`src/rtl/aso_cfg.svh`:
```
// Purpose: Offsets, field positions, reset values and counts of the serial output port
// Assumes: APB byte addresses, one 32-bit word per register
// Notes:   Definitions only
`ifndef ASO_CFG_SVH
`define ASO_CFG_SVH
`define ASO_CTRL_OFS      12'h000
`define ASO_STATUS_OFS    12'h004
`define ASO_WORD_OFS      12'h008
`define ASO_FRAMES_OFS    12'h00c
`define ASO_CTRL_FMT_BIT  0
`define ASO_CTRL_CES_BIT  1
`define ASO_CTRL_TSS_BIT  2
`define ASO_ST_VALID_BIT  0
`define ASO_ST_INVAL_BIT  1
`define ASO_ST_ICNT_LSB   8
`define ASO_ST_BCNT_LSB   16
`define ASO_CTRL_RST      3'h0
`define ASO_WORD_RST      16'h0000
`define ASO_FRAME_BITS    32
`define ASO_WORD_BITS     16
`define ASO_LAST_BIT      5'h1f
`define ASO_FIRST_PAD     5'h10
`define ASO_INVALID_CONV  7'h7f
`endif

```
`src/rtl/aso_pkg.sv`:
```
// Purpose: Types shared by the serial output port
// Assumes: Constants come from aso_cfg.svh
// Notes:   Nothing here holds a number of the port
package aso_pkg;
    typedef struct packed {
        logic time_slot_select;
        logic clock_edge_select;
        logic frame_format_select;
    } aso_ctrl_t;

    typedef struct packed {
        logic master_clock;
        logic frame_sync;
        logic line_enable;
    } aso_pins_t;

    typedef enum logic [1:0] {
        ASO_SEL_CTRL,
        ASO_SEL_STATUS,
        ASO_SEL_WORD,
        ASO_SEL_FRAMES
    } aso_sel_t;
endpackage

```
`src/rtl/aso_port.sv`:
```
// Purpose: Serial output port of a 16-bit converter, clock master of a 3-wire link
// Assumes: clk_i far faster than the master clock pin; pins pass two flip-flops
// Notes:   Conversion words arrive on a valid/ready stream through a small FIFO
//
// Implementation choices: the APB interface to the registers and the register offsets.
`timescale 1ns/1ns
`include "aso_cfg.svh"
module aso_fifo #(
    parameter int WIDTH = 16,
    parameter int DEPTH = 4
) (
    input  wire logic             clk_i,       // System clock
    input  wire logic             reset_i,     // Asynchronous reset, high
    input  wire logic             ce_i,        // Clock enable
    input  wire logic [WIDTH-1:0] in_data_i,   // Word to store
    input  wire logic             in_valid_i,  // Word offered
    output logic                  in_ready_o,  // Room for a word
    output logic      [WIDTH-1:0] out_data_o,  // Oldest word
    output logic                  out_valid_o, // Oldest word present
    input  wire logic             out_ready_i  // Oldest word taken
);
    localparam int PW = (DEPTH > 1) ? $clog2(DEPTH) : 1;
    localparam int CW = $clog2(DEPTH + 1);
    logic [WIDTH-1:0] mem_q [DEPTH];
    logic [PW-1:0]    wr_q, wr_d, rd_q, rd_d;
    logic [CW-1:0]    cnt_q, cnt_d;
    logic             rdy_q, rdy_d, push, pop;
    always_comb begin
        push  = ce_i && in_valid_i && rdy_q;
        pop   = ce_i && out_ready_i && (cnt_q != '0);
        wr_d  = wr_q;
        rd_d  = rd_q;
        cnt_d = cnt_q;
        if (push) begin
            wr_d = (wr_q == PW'(DEPTH - 1)) ? '0 : PW'(wr_q + 1'b1);
        end
        if (pop) begin
            rd_d = (rd_q == PW'(DEPTH - 1)) ? '0 : PW'(rd_q + 1'b1);
        end
        if (push && !pop) begin
            cnt_d = CW'(cnt_q + 1'b1);
        end else if (pop && !push) begin
            cnt_d = CW'(cnt_q - 1'b1);
        end
        rdy_d = (cnt_d != CW'(DEPTH));
    end
    always_ff @(posedge clk_i or posedge reset_i) begin
        if (reset_i) begin
            wr_q  <= '0;
            rd_q  <= '0;
            cnt_q <= '0;
            rdy_q <= 1'b1;
        end else begin
            wr_q  <= wr_d;
            rd_q  <= rd_d;
            cnt_q <= cnt_d;
            rdy_q <= rdy_d;
        end
    end
    always_ff @(posedge clk_i) begin
        if (push) begin
            mem_q[wr_q] <= in_data_i;
        end
    end
    assign in_ready_o  = rdy_q;
    assign out_valid_o = (cnt_q != '0);
    assign out_data_o  = mem_q[rd_q];
endmodule
module aso_port #(
    parameter int WORD_BITS  = `ASO_WORD_BITS,
    parameter int FIFO_DEPTH = 4
) (
    input  wire logic                 clk_i,               // 250 MHz system clock
    input  wire logic                 reset_i,             // Asynchronous reset, high
    input  wire logic                 ce_i,                // Clock enable, freezes all state
    input  wire logic                 psel_i,              // APB select
    input  wire logic                 penable_i,           // APB access phase
    input  wire logic                 pwrite_i,            // APB write
    input  wire logic [11:0]          paddr_i,             // APB byte address
    input  wire logic [31:0]          pwdata_i,            // APB write data
    output logic      [31:0]          prdata_o,            // APB read data
    output logic                      pready_o,            // APB ready
    output logic                      pslverr_o,           // APB error, unmapped address
    input  wire logic [WORD_BITS-1:0] sample_data_i,       // Conversion result
    input  wire logic                 sample_valid_i,      // Result offered
    output logic                      sample_ready_o,      // Result buffer has room
    input  wire logic                 master_clock_in_i,   // Master clock pin
    input  wire logic                 frame_sync_in_i,     // Frame sync input pin
    input  wire logic                 data_line_enable_i,  // Data line enable pin
    output logic                      serial_bit_clock_o,  // Bit clock
    output logic                      frame_sync_out_o,    // Frame sync output
    output logic                      serial_data_out_o,   // Serial data level
    output logic                      serial_data_oe_o,    // Serial data drive enable
    output logic                      result_valid_flag_o  // Result valid flag
);
    aso_pkg::aso_ctrl_t ctrl_q, ctrl_d;
    aso_pkg::aso_pins_t sync1_q, sync2_q, pins_in;
    logic                 mc_prev_q, fsi_smp_q, fsi_smp_d;
    logic                 mc_rise, mc_fall, fsi_rise, valid_rise, launch, resync;
    logic                 sbc_q, sbc_d, fso_q, fso_d, sdo_q, sdo_d, oe_q, oe_d;
    logic [4:0]           bit_cnt_q, bit_cnt_d;
    logic [WORD_BITS-1:0] shift_q, shift_d, word_q, word_d;
    logic [6:0]           inval_q, inval_d;
    logic                 rv_q, rv_d, load;
    logic [15:0]          frames_q, frames_d;
    logic [31:0]          prdata_q, prdata_d;
    logic                 pready_q, pready_d, pslverr_q, pslverr_d;
    logic                 fifo_valid, fifo_ready;
    logic [WORD_BITS-1:0] fifo_data;
    function automatic logic [2:0] reg_decode(input logic [11:0] addr);
        unique case (addr)
            `ASO_CTRL_OFS:   reg_decode = {1'b1, aso_pkg::ASO_SEL_CTRL};
            `ASO_STATUS_OFS: reg_decode = {1'b1, aso_pkg::ASO_SEL_STATUS};
            `ASO_WORD_OFS:   reg_decode = {1'b1, aso_pkg::ASO_SEL_WORD};
            `ASO_FRAMES_OFS: reg_decode = {1'b1, aso_pkg::ASO_SEL_FRAMES};
            default:         reg_decode = 3'h0;
        endcase
    endfunction
    aso_fifo #(
        .WIDTH (WORD_BITS),
        .DEPTH (FIFO_DEPTH)
    ) u_fifo (
        .clk_i       (clk_i),
        .reset_i     (reset_i),
        .ce_i        (ce_i),
        .in_data_i   (sample_data_i),
        .in_valid_i  (sample_valid_i),
        .in_ready_o  (fifo_ready),
        .out_data_o  (fifo_data),
        .out_valid_o (fifo_valid),
        .out_ready_i (load)
    );
    // Pins pass two flip-flops; only sync2 is read by logic
    assign pins_in = '{master_clock: master_clock_in_i, frame_sync: frame_sync_in_i,
                       line_enable: data_line_enable_i};
    always_ff @(posedge clk_i or posedge reset_i) begin
        if (reset_i) begin
            sync1_q <= '0;
            sync2_q <= '0;
        end else if (ce_i) begin
            sync1_q <= pins_in;
            sync2_q <= sync1_q;
        end
    end
    // Link timing: bit clock, frame counter, shift register
    always_comb begin
        mc_rise    = sync2_q.master_clock && !mc_prev_q;
        mc_fall    = !sync2_q.master_clock && mc_prev_q;
        fsi_smp_d  = mc_fall ? sync2_q.frame_sync : fsi_smp_q;
        fsi_rise   = mc_fall && sync2_q.frame_sync && !fsi_smp_q;
        valid_rise = ctrl_q.clock_edge_select ^ ctrl_q.frame_format_select;
        launch     = mc_rise && (sbc_q == valid_rise);
        resync     = fsi_rise && (bit_cnt_q != 5'h00);
        sbc_d      = sbc_q;
        bit_cnt_d  = bit_cnt_q;
        shift_d    = shift_q;
        load       = 1'b0;
        if (resync) begin
            sbc_d     = !valid_rise;
            bit_cnt_d = 5'h00;
            load      = 1'b1;
        end else if (mc_rise) begin
            sbc_d = !sbc_q;
            if (launch) begin
                if (bit_cnt_q == `ASO_LAST_BIT) begin
                    bit_cnt_d = 5'h00;
                    load      = 1'b1;
                end else begin
                    bit_cnt_d = 5'(bit_cnt_q + 1'b1);
                    shift_d   = {shift_q[WORD_BITS-2:0], 1'b0};
                end
            end
        end
        word_d = (load && fifo_valid) ? fifo_data : word_q;
        if (load) begin
            shift_d = word_d;
        end
        inval_d = inval_q;
        if (resync) begin
            inval_d = `ASO_INVALID_CONV;
        end else if (load && (inval_q != 7'h00)) begin
            inval_d = 7'(inval_q - 1'b1);
        end
        rv_d     = rv_q || (load && fifo_valid);
        frames_d = load ? 16'(frames_q + 1'b1) : frames_q;
        sdo_d    = (bit_cnt_d < `ASO_FIRST_PAD) ? shift_d[WORD_BITS-1] : 1'b0;
        if (ctrl_q.frame_format_select) begin
            fso_d = !(bit_cnt_d < `ASO_FIRST_PAD);
        end else begin
            fso_d = (bit_cnt_d == 5'h00);
        end
        oe_d = (sync2_q.line_enable == ctrl_q.time_slot_select);
    end
    always_ff @(posedge clk_i or posedge reset_i) begin
        if (reset_i) begin
            mc_prev_q <= 1'b0;
            fsi_smp_q <= 1'b0;
            sbc_q     <= 1'b0;
            bit_cnt_q <= `ASO_LAST_BIT;
            shift_q   <= `ASO_WORD_RST;
            word_q    <= `ASO_WORD_RST;
            inval_q   <= 7'h00;
            rv_q      <= 1'b0;
            frames_q  <= 16'h0000;
            sdo_q     <= 1'b0;
            fso_q     <= 1'b0;
            oe_q      <= 1'b0;
        end else if (ce_i) begin
            mc_prev_q <= sync2_q.master_clock;
            fsi_smp_q <= fsi_smp_d;
            sbc_q     <= sbc_d;
            bit_cnt_q <= bit_cnt_d;
            shift_q   <= shift_d;
            word_q    <= word_d;
            inval_q   <= inval_d;
            rv_q      <= rv_d;
            frames_q  <= frames_d;
            sdo_q     <= sdo_d;
            fso_q     <= fso_d;
            oe_q      <= oe_d;
        end
    end
    // APB slave: read data and ready prepared in the setup cycle
    always_comb begin
        logic [2:0] sel;
        sel       = reg_decode(paddr_i);
        ctrl_d    = ctrl_q;
        prdata_d  = prdata_q;
        pready_d  = 1'b0;
        pslverr_d = 1'b0;
        if (psel_i && !penable_i) begin
            pready_d  = 1'b1;
            pslverr_d = !sel[2];
            prdata_d  = 32'h0000_0000;
            if (sel[2] && !pwrite_i) begin
                unique case (aso_pkg::aso_sel_t'(sel[1:0]))
                    aso_pkg::ASO_SEL_CTRL: begin
                        prdata_d[`ASO_CTRL_FMT_BIT] = ctrl_q.frame_format_select;
                        prdata_d[`ASO_CTRL_CES_BIT] = ctrl_q.clock_edge_select;
                        prdata_d[`ASO_CTRL_TSS_BIT] = ctrl_q.time_slot_select;
                    end
                    aso_pkg::ASO_SEL_STATUS: begin
                        prdata_d[`ASO_ST_VALID_BIT]                     = rv_q;
                        prdata_d[`ASO_ST_INVAL_BIT]                     = (inval_q != 7'h00);
                        prdata_d[`ASO_ST_ICNT_LSB +: 7]                 = inval_q;
                        prdata_d[`ASO_ST_BCNT_LSB +: 5]                 = bit_cnt_q;
                    end
                    aso_pkg::ASO_SEL_WORD:   prdata_d[WORD_BITS-1:0] = word_q;
                    aso_pkg::ASO_SEL_FRAMES: prdata_d[15:0]          = frames_q;
                endcase
            end
        end
        if (psel_i && penable_i && pready_q && pwrite_i && !pslverr_q &&
            (aso_pkg::aso_sel_t'(sel[1:0]) == aso_pkg::ASO_SEL_CTRL)) begin
            ctrl_d.frame_format_select = pwdata_i[`ASO_CTRL_FMT_BIT];
            ctrl_d.clock_edge_select   = pwdata_i[`ASO_CTRL_CES_BIT];
            ctrl_d.time_slot_select    = pwdata_i[`ASO_CTRL_TSS_BIT];
        end
    end

    always_ff @(posedge clk_i or posedge reset_i) begin
        if (reset_i) begin
            ctrl_q    <= `ASO_CTRL_RST;
            prdata_q  <= 32'h0000_0000;
            pready_q  <= 1'b0;
            pslverr_q <= 1'b0;
        end else if (ce_i) begin
            ctrl_q    <= ctrl_d;
            prdata_q  <= prdata_d;
            pready_q  <= pready_d;
            pslverr_q <= pslverr_d;
        end
    end

    assign prdata_o            = prdata_q;
    assign pready_o            = pready_q;
    assign pslverr_o           = pslverr_q;
    assign sample_ready_o      = fifo_ready;
    assign serial_bit_clock_o  = sbc_q;
    assign frame_sync_out_o    = fso_q;
    assign serial_data_out_o   = sdo_q;
    assign serial_data_oe_o    = oe_q;
    assign result_valid_flag_o = rv_q;
endmodule

```
`config.mk`:
```
export PLATFORM = sky130hd
export DESIGN_NAME = aso_port
export DESIGN_NICKNAME = d
export VERILOG_FILES = /design/src/rtl/aso_pkg.sv /design/src/rtl/aso_port.sv
export VERILOG_INCLUDE_DIRS = /design/src /design/src/rtl
export SDC_FILE = /design/constraint.sdc
export NUM_CORES = 1
export LEC_CHECK = 0
export ABC_CLOCK_PERIOD_IN_PS = 4500
export BUFFER_PORTS_ARGS = -buffer_cell sky130_fd_sc_hd__buf_2
export CELL_PAD_IN_SITES_DETAIL_PLACEMENT = 1
export CELL_PAD_IN_SITES_GLOBAL_PLACEMENT = 2
export CORE_MARGIN = 1.5
export CORE_UTILIZATION = 39
export CTS_BUF_LIST = sky130_fd_sc_hd__clkbuf_16
export CTS_CLUSTER_SIZE = 40
export DETAILED_ROUTE_END_ITERATION = 7
export PLACE_DENSITY = 0.88
export SLEW_MARGIN = 20
export SYNTH_ARGS = -nofsm -noshare
export SYNTH_HDL_FRONTEND = slang
export SYNTH_SLANG_ARGS = --single-unit
```
`constraint.sdc`:
```
create_clock -name clk_i -period 4.5 [get_ports clk_i]
set_input_delay 0.9 -clock clk_i [delete_from_list [all_inputs] [get_ports clk_i]]
set_output_delay 0.9 -clock clk_i [all_outputs]
set_load 0.02 [all_outputs]
```
==> flow_summary.yaml, run 1 <==
outcome:
  status: "finished clean"
sta:
  tightest_slew_ns: 0.911
  clock_skew_ns: 0.0133
  setup_viol: 0
  fmax_mhz: 289
  min_period_over_period: 0.770
  slew_headroom: 0.391
  finalCriticalPeriod_ns: 3.46
  final.setup.tns_ns: 0
  drv_slew: 0
  hold_viol_final: 0
  rsz0062_at_grt: "no"
worst_hold_path:
  hp-class: "input port to asynchronous set/reset pin"
synthesis:
  synth_cells: 614
  synth_cell_types: 63
  synth_area_sq_um: 7670
  avgSynthCellArea_sq_um: 12.5
  ys.flop_type: "dfrtp_1"
  yosysTopAreaCell: "dfrtp_1"
  yosysMostFrequentCell: "dfrtp_1"
  yosys_warnings: 0
  synth_seq_cells: 171
  ys_top_cells_by_area: "dfrtp_1 33%, edfxtp_1 25%, mux2_2 5.7%, mux4_2 4.7%, nand2_1 4.4%"
  async_flop_share: 0.626
  yosysTopAreaCellShare: 0.329
  ys_top_cells_by_count: "101 x dfrtp_1, 89 x nand2_1, 64 x edfxtp_1, 40 x o21ai_0, 39 x mux2_2"
  ys_seq_area_frac: 0.600
  synth_edf_count: 64
place:
  gp_congestion: 0.820
  port_buffers: 69
  dpl_cell_area_sq_um: 8240
  dp_hpwl_microns: 12500
detailed_routing:
  ant_nets: 0
  viasPerCell: 5.30
  vias: 5071
  dr.pass1.iters: 4
  first_iter_violations: 311
  wirelength_microns: 18100
  drc: 0
  post_drt_wl_per_cell_microns: 18.9
floorplanning:
  die_x_microns: 143
  num_rows: 51
  die_y_microns: 143
  initial_utilization: 0.396
  core_sq_um: 19400
  pin_count: 110
  die_area_sq_um: 20500
grt:
  overflow: 0
  antenna_found_initial: 0
  grt_first_pass_wirelength_microns: 29400
  track_usage: 0.190
  first_global_vias: 5468
  grt_max_degree: 48
job:
  cap_violations: 0
cells_and_area:
  fin_area_sq_um: 8870
  area_growth_pct: 15.5
  drive_gt1_frac: 0.263
  antenna_cells: 0
  fin_nets: 763
worst_setup_path:
  path_class: "register to register"
  critical_path.cell_chain: "ha_1 -> and3_1 -> ha_1 -> nand3b_1 -> o22a_2 -> nor2_1 -> nand2_1 -> mux2_2"
  critPathMaxFanout: 20
  cp-startpoint: "bit_cnt_q[0]"
  arrival_ns: 3.78
  end_kind: "register"
  slowest_stage: "dfstp_2"
  max_stage_delay_ns: 0.60
  r2r_start: "bit_cnt_q[0]"
  startpoint_type: "register"
  crit_required_ns: 4.81
  regToRegSetupSlack_ns: 1.04
  cp_common_cell: "ha_1"
cts:
  numCtsBuffers: 17
  clkTransAtPathRegs_ns: 0.07
  ctsResizeCount: 0
  clock-sinks: 171
  cts_max_level: 4
  ctsHoldBuffers: 0
  cts_tree: "done"
  post_cts_buffers: 0
  clkLatencyLatePin_ns: 0.44
  root_buffer: "clkbuf_16"
  clockBufferDepth: 2
power_and_ir_drop:
  vdd_drop_max_uv: 289
  power.total_w: 0.00496
  leakage_nw: 3.69
  cellPowerDensity_nw_per_um2: 560
cell usage in the layout, fill, tap and decap left out, types with 7 or more instances in the layout:
cell type and n:
mux2i_1 9, nand2_1 89, nand3_1 10, xnor2_1 14
a21oi_1 35, nor2_1 20, dfrtp_1 101, ha_1 14
buf_2 69, edfxtp_1 64, o21ai_0 39, buf_4 7
mux4_2 16, inv_1 15, mux2_2 39, conb_1 11
a22oi_1 10, clkbuf_16 17, a22o_1 8, xor2_1 7
worst max-delay path, delay by kind of cell (launching register included):
kind	cells	cell delay (ns)
adder cells (fa/ha/maj)	2	0.54
multiplexers	1	0.50
AND/OR/NAND/NOR	4	1.28
AO/OA/AOI/OAI	1	0.43
flip-flops	1	0.60
path summary, 6_finish.rpt:
check / end / cells after the start
setup reg to reg: word_q[1] / 8
hold reg to reg: prdata_o[14] / 2
hold / removal: inval_q[6] / 2
min in group clk_i: prdata_o[14] / 2
setup / recovery: word_q[1] / 8
max in group asynchronous: frames_q[12] / 3
metrics by stage:
stage               instances  setup WS (ns)  hold slack (ns)   util
finish                    957           1.04            0.463  0.457
global route              957          0.727            0.464  0.457
CTS                       957           1.04            0.461  0.457
detailed placement        925           1.11            0.473  0.425
global placement          925           1.17            0.462  0.425
floorplan                 624          0.793            0.441      -
cell type report:
class	instances	area [sq um]
repair buffers	76	398
flip-flops and latches	171	4610
fillers	2089	10500
clock inverters	15	199
clock buffers	17	425
well taps	265	332
multi-input cells	397	2840
inverters	16	62.6
where the power goes:
| group | total [W] | leakage, nW | switching, W | internal (W) |
|---|---|---|---|---|
| registers | 0.00225 | 1.94 | 0.000314 | 0.00193 |
| clock network | 0.00152 | 0.305 | 0.000709 | 0.000807 |
| logic | 0.00120 | 1.44 | 0.000656 | 0.000544 |
| total | 0.00496 | 3.69 | 0.00168 | 0.00328 |
cell families after synthesis:
group / after synthesis / share of synthesized area
AOI/OAI and AO/OA: 121 / 0.0980
xor gates and xnor gates: 22 / 0.0272
adders and majority gates: 14 / 0.0228
buffers and inverters: 56 / 0.0344
DFF: 171 / 0.600
muxes: 64 / 0.116
other: 1 / 0.000489
and+or+nand+nor: 165 / 0.101
metal layers:
layer,share of wire,global-route usage,vias up
li1,-,-,2337
met1,0.45,0.243,2596
met2,0.49,0.320,119
met3,0.044,0.0466,19
met4,0.014,0.0569,0
met5,0,0,-
flip-flops by register name (all words and copies together) (netlist names), 2 cells and up:
signal and count:
sync2_q 3, shift_q 16, u_fifo.mem_q 64, inval_q 7, u_fifo.wr_q 2, bit_cnt_q 5
ctrl_q 3, frames_q 16, u_fifo.rd_q 2, prdata_o 21, sync1_q 3, word_q 16
u_fifo.cnt_q 3
(Power assumes the default switching activity.)
==> run 2, diff against run 1 <==
- ABC_AREA: not set -> 1
- ABC_CLOCK_PERIOD_IN_PS: 4500 -> 3200
- CORE_UTILIZATION: 39 -> 36
- clock period: 4.5 -> 3.2 ns (I/O delays scaled with it)
==> run 2 against run 1 <==
Effect of this change:
- clock-buffer cell count is the same
- routed wire length grew 10%
- clock skew about the same
- combinational power increased by 60%
- non-clock buffer count is 11 higher
- largest power group unchanged
- synthesized cell count rose by 42%
==> flow_summary.yaml, run 2 <==
synthesis:
  yosys_warnings: 0
  synth-xor-area-share: 0.0207
  yosysTopAreaCellShare: 0.315
  synth_area_sq_um: 8030
  synth-compound-area-share: 0.116
  ys_top_cells_by_count: "192 x nand2_1, 101 x dfrtp_1, 93 x o21ai_0, 92 x nor2_1, 72 x inv_1"
  synth_top_family_by_area: "simple AND/OR/NAND/NOR gates"
  synthSimpleGateAreaFrac: 0.204
  synth_seq_cells: 171
  avgSynthCellArea_sq_um: 9.22
  synth_cells: 871
  synth_edf_count: 64
  muxShareOfSynthArea: 0.00140
  yosysTopAreaCell: "dfrtp_1"
  synth_cell_types: 42
  ys_top_cells_by_area: "dfrtp_1 31%, edfxtp_1 24%, nand2_1 9.0%, o21ai_0 5.8%, nor2_1 4.3%"
  async_flop_share: 0.626
  synth_fa_ha_area_frac: 0.0218
  ys.flop_type: "dfrtp_1"
  yosysMostFrequentCell: "nand2_1"
  ys_seq_area_frac: 0.573
cells_and_area:
  drive_gt1_frac: 0.159
  fin_nets: 1029
  regMostFlops: "u_fifo.mem_q"
  area_growth_pct: 15.7
  n_fill_cell: 2544
  finish.utilization: 0.425
  largest_reg_flops: 64
  layout_commonest_cell: "nand2_1"
  layout_common_cells: "192 x nand2_1, 101 x dfrtp_1, 93 x o21ai_0, 92 x nor2_1, 72 x inv_1"
  fin_area_sq_um: 9300
  antenna_cells: 0
cts:
  cts_max_level: 4
  clockBufferDepth: 2
  root_buffer: "clkbuf_16"
  post_cts_buffers: 0
  clock-sinks: 171
  clkTransAtPathRegs_ns: 0.07
  numCtsBuffers: 17
  ctsHoldBuffers: 0
  ctsResizeCount: 0
  clkLatencyLatePin_ns: 0.45
  cts_tree: "done"
grt:
  track_usage: 0.181
  grt_max_degree: 108
  overflow: 0
  grt_first_pass_wirelength_microns: 33500
  first_global_vias: 6630
  antenna_found_initial: 0
worst_setup_path:
  crit_required_ns: 3.51
  critical_path.cell_chain: "ha_1 -> nand2_1 -> nor2_1 -> ha_1 -> inv_1 -> nand2_1 -> nand3_2 -> nor2_4 -> buf_4 -> o21ai_0"
  arrival_ns: 2.73
  critPathMaxFanout: 19
  slowest_stage: "dfstp_2"
  path_class: "register to register"
  critPathTopFamily: "simple AND/OR/NAND/NOR gates"
  startpoint_type: "register"
  end_kind: "register"
  regToRegSetupSlack_ns: 0.77
  max_stage_delay_ns: 0.56
  crit_buf_inv: 2
power_and_ir_drop:
  p_sw_frac: 0.370
  internal-power_w: 0.00444
  p_sw_w: 0.00261
  cellPowerDensity_nw_per_um2: 759
  leakage_nw: 4.07
  clkPwrFrac: 0.294
  vdd_drop_max_uv: 433
  seq_power_share: 0.434
  combPwrFrac: 0.272
floorplanning:
  die_x_microns: 152
  num_rows: 54
  core_sq_um: 21900
  initial_utilization: 0.367
  pin_count: 110
  die_y_microns: 152
  die_area_sq_um: 23200
detailed_routing:
  vias: 6243
  ant_nets: 0
  dr.pass1.iters: 5
  viasPerCell: 5.04
  post_drt_wl_per_cell_microns: 16.2
  wirelength_microns: 20000
  first_iter_violations: 308
  drc: 0
sta:
  min_period_over_period: 0.759
  slew_headroom: 0.486
  clock_skew_ns: 0.0136
  hold_viol_final: 0
  holdWs_ns: 0.351
  setup_viol: 0
  final.setup.tns_ns: 0
  rsz0062_at_grt: "no"
  tightest_slew_ns: 0.765
  finalCriticalPeriod_ns: 2.43
  fmax_mhz: 412
  drv_slew: 0
place:
  dpl_cell_area_sq_um: 8710
  port_buffers: 69
  dp_hpwl_microns: 13800
  gp_congestion: 0.798
job:
  cap_violations: 0
worst_hold_path:
  hp-class: "input port to asynchronous set/reset pin"
outcome:
  status: "finished clean"
==> run 2: layer usage <==
layer	vias up	wire, microns	global-route usage
li1	3057	-	-
met1	3065	9470	0.232
met2	92	9580	0.304
met3	29	585	0.0353
met4	0	384	0.0661
met5	-	0	0
==> run 2: through the flow <==
stage	instances	worst slack [ns]	total power [W]
global route	1238	0.524	0.00755
CTS	1238	0.755	0.00714
floorplan	881	1.25	0.00439
finish	1238	0.773	0.00706
detailed placement	1206	0.789	0.00503
global placement	1206	0.829	0.00494
==> run 2: cells by family (layout without fill, tap and decap cells) <==
family	count (synthesis)	after routing
xor+xnor	19	19
flops	171	171
buf+inv	118	195
compound gates	168	168
other cells	1	11
fa+ha+maj	14	14
simple gates	379	379
mux	1	1
==> run 2: cell type report <==
cell class                      instances  area [sq um]  area share
Inverter                               76           289      0.0311
Clock inverter                         15           165      0.0178
Tap cell                              280           350      0.0377
Timing Repair Buffer                   87           493      0.0530
Multi-Input combinational cell        592          2970       0.319
Clock buffer                           17           425      0.0458
Sequential cell                       171          4610       0.496
==> run 2: path summary, 6_finish.rpt <==
kind	cells past startpoint	start	endpoint
worst min-delay path	3	reset_i	prdata_o[17]
worst max-delay path	10	bit_cnt_q[0]	u_fifo.rd_q[1]
min in group clk_i	1	sample_data_i[7]	u_fifo.mem_q[3][7]
max in group asynchronous	3	reset_i	word_q[9]
worst max register to register	10	bit_cnt_q[0]	u_fifo.rd_q[1]
worst min register to register	2	sync1_q[0]	sync1_q[0]
==> run 2: power by group through the flow <==
stage | clock network (W) | logic, W | registers, W
final | 0.00207 | 0.00192 | 0.00307
after detailed placement | 0 | 0.00192 | 0.00311
after floorplan | 0 | 0.00134 | 0.00306
after global placement | 0 | 0.00185 | 0.00309
after CTS | 0.00212 | 0.00195 | 0.00307
after global routing | 0.00220 | 0.00223 | 0.00313
==> run 2: worst min-delay path, cell delays in order <==
cell and delay (ns):
buf_2 0.11, clkinvlp_4 0.07, buf_12 0.43
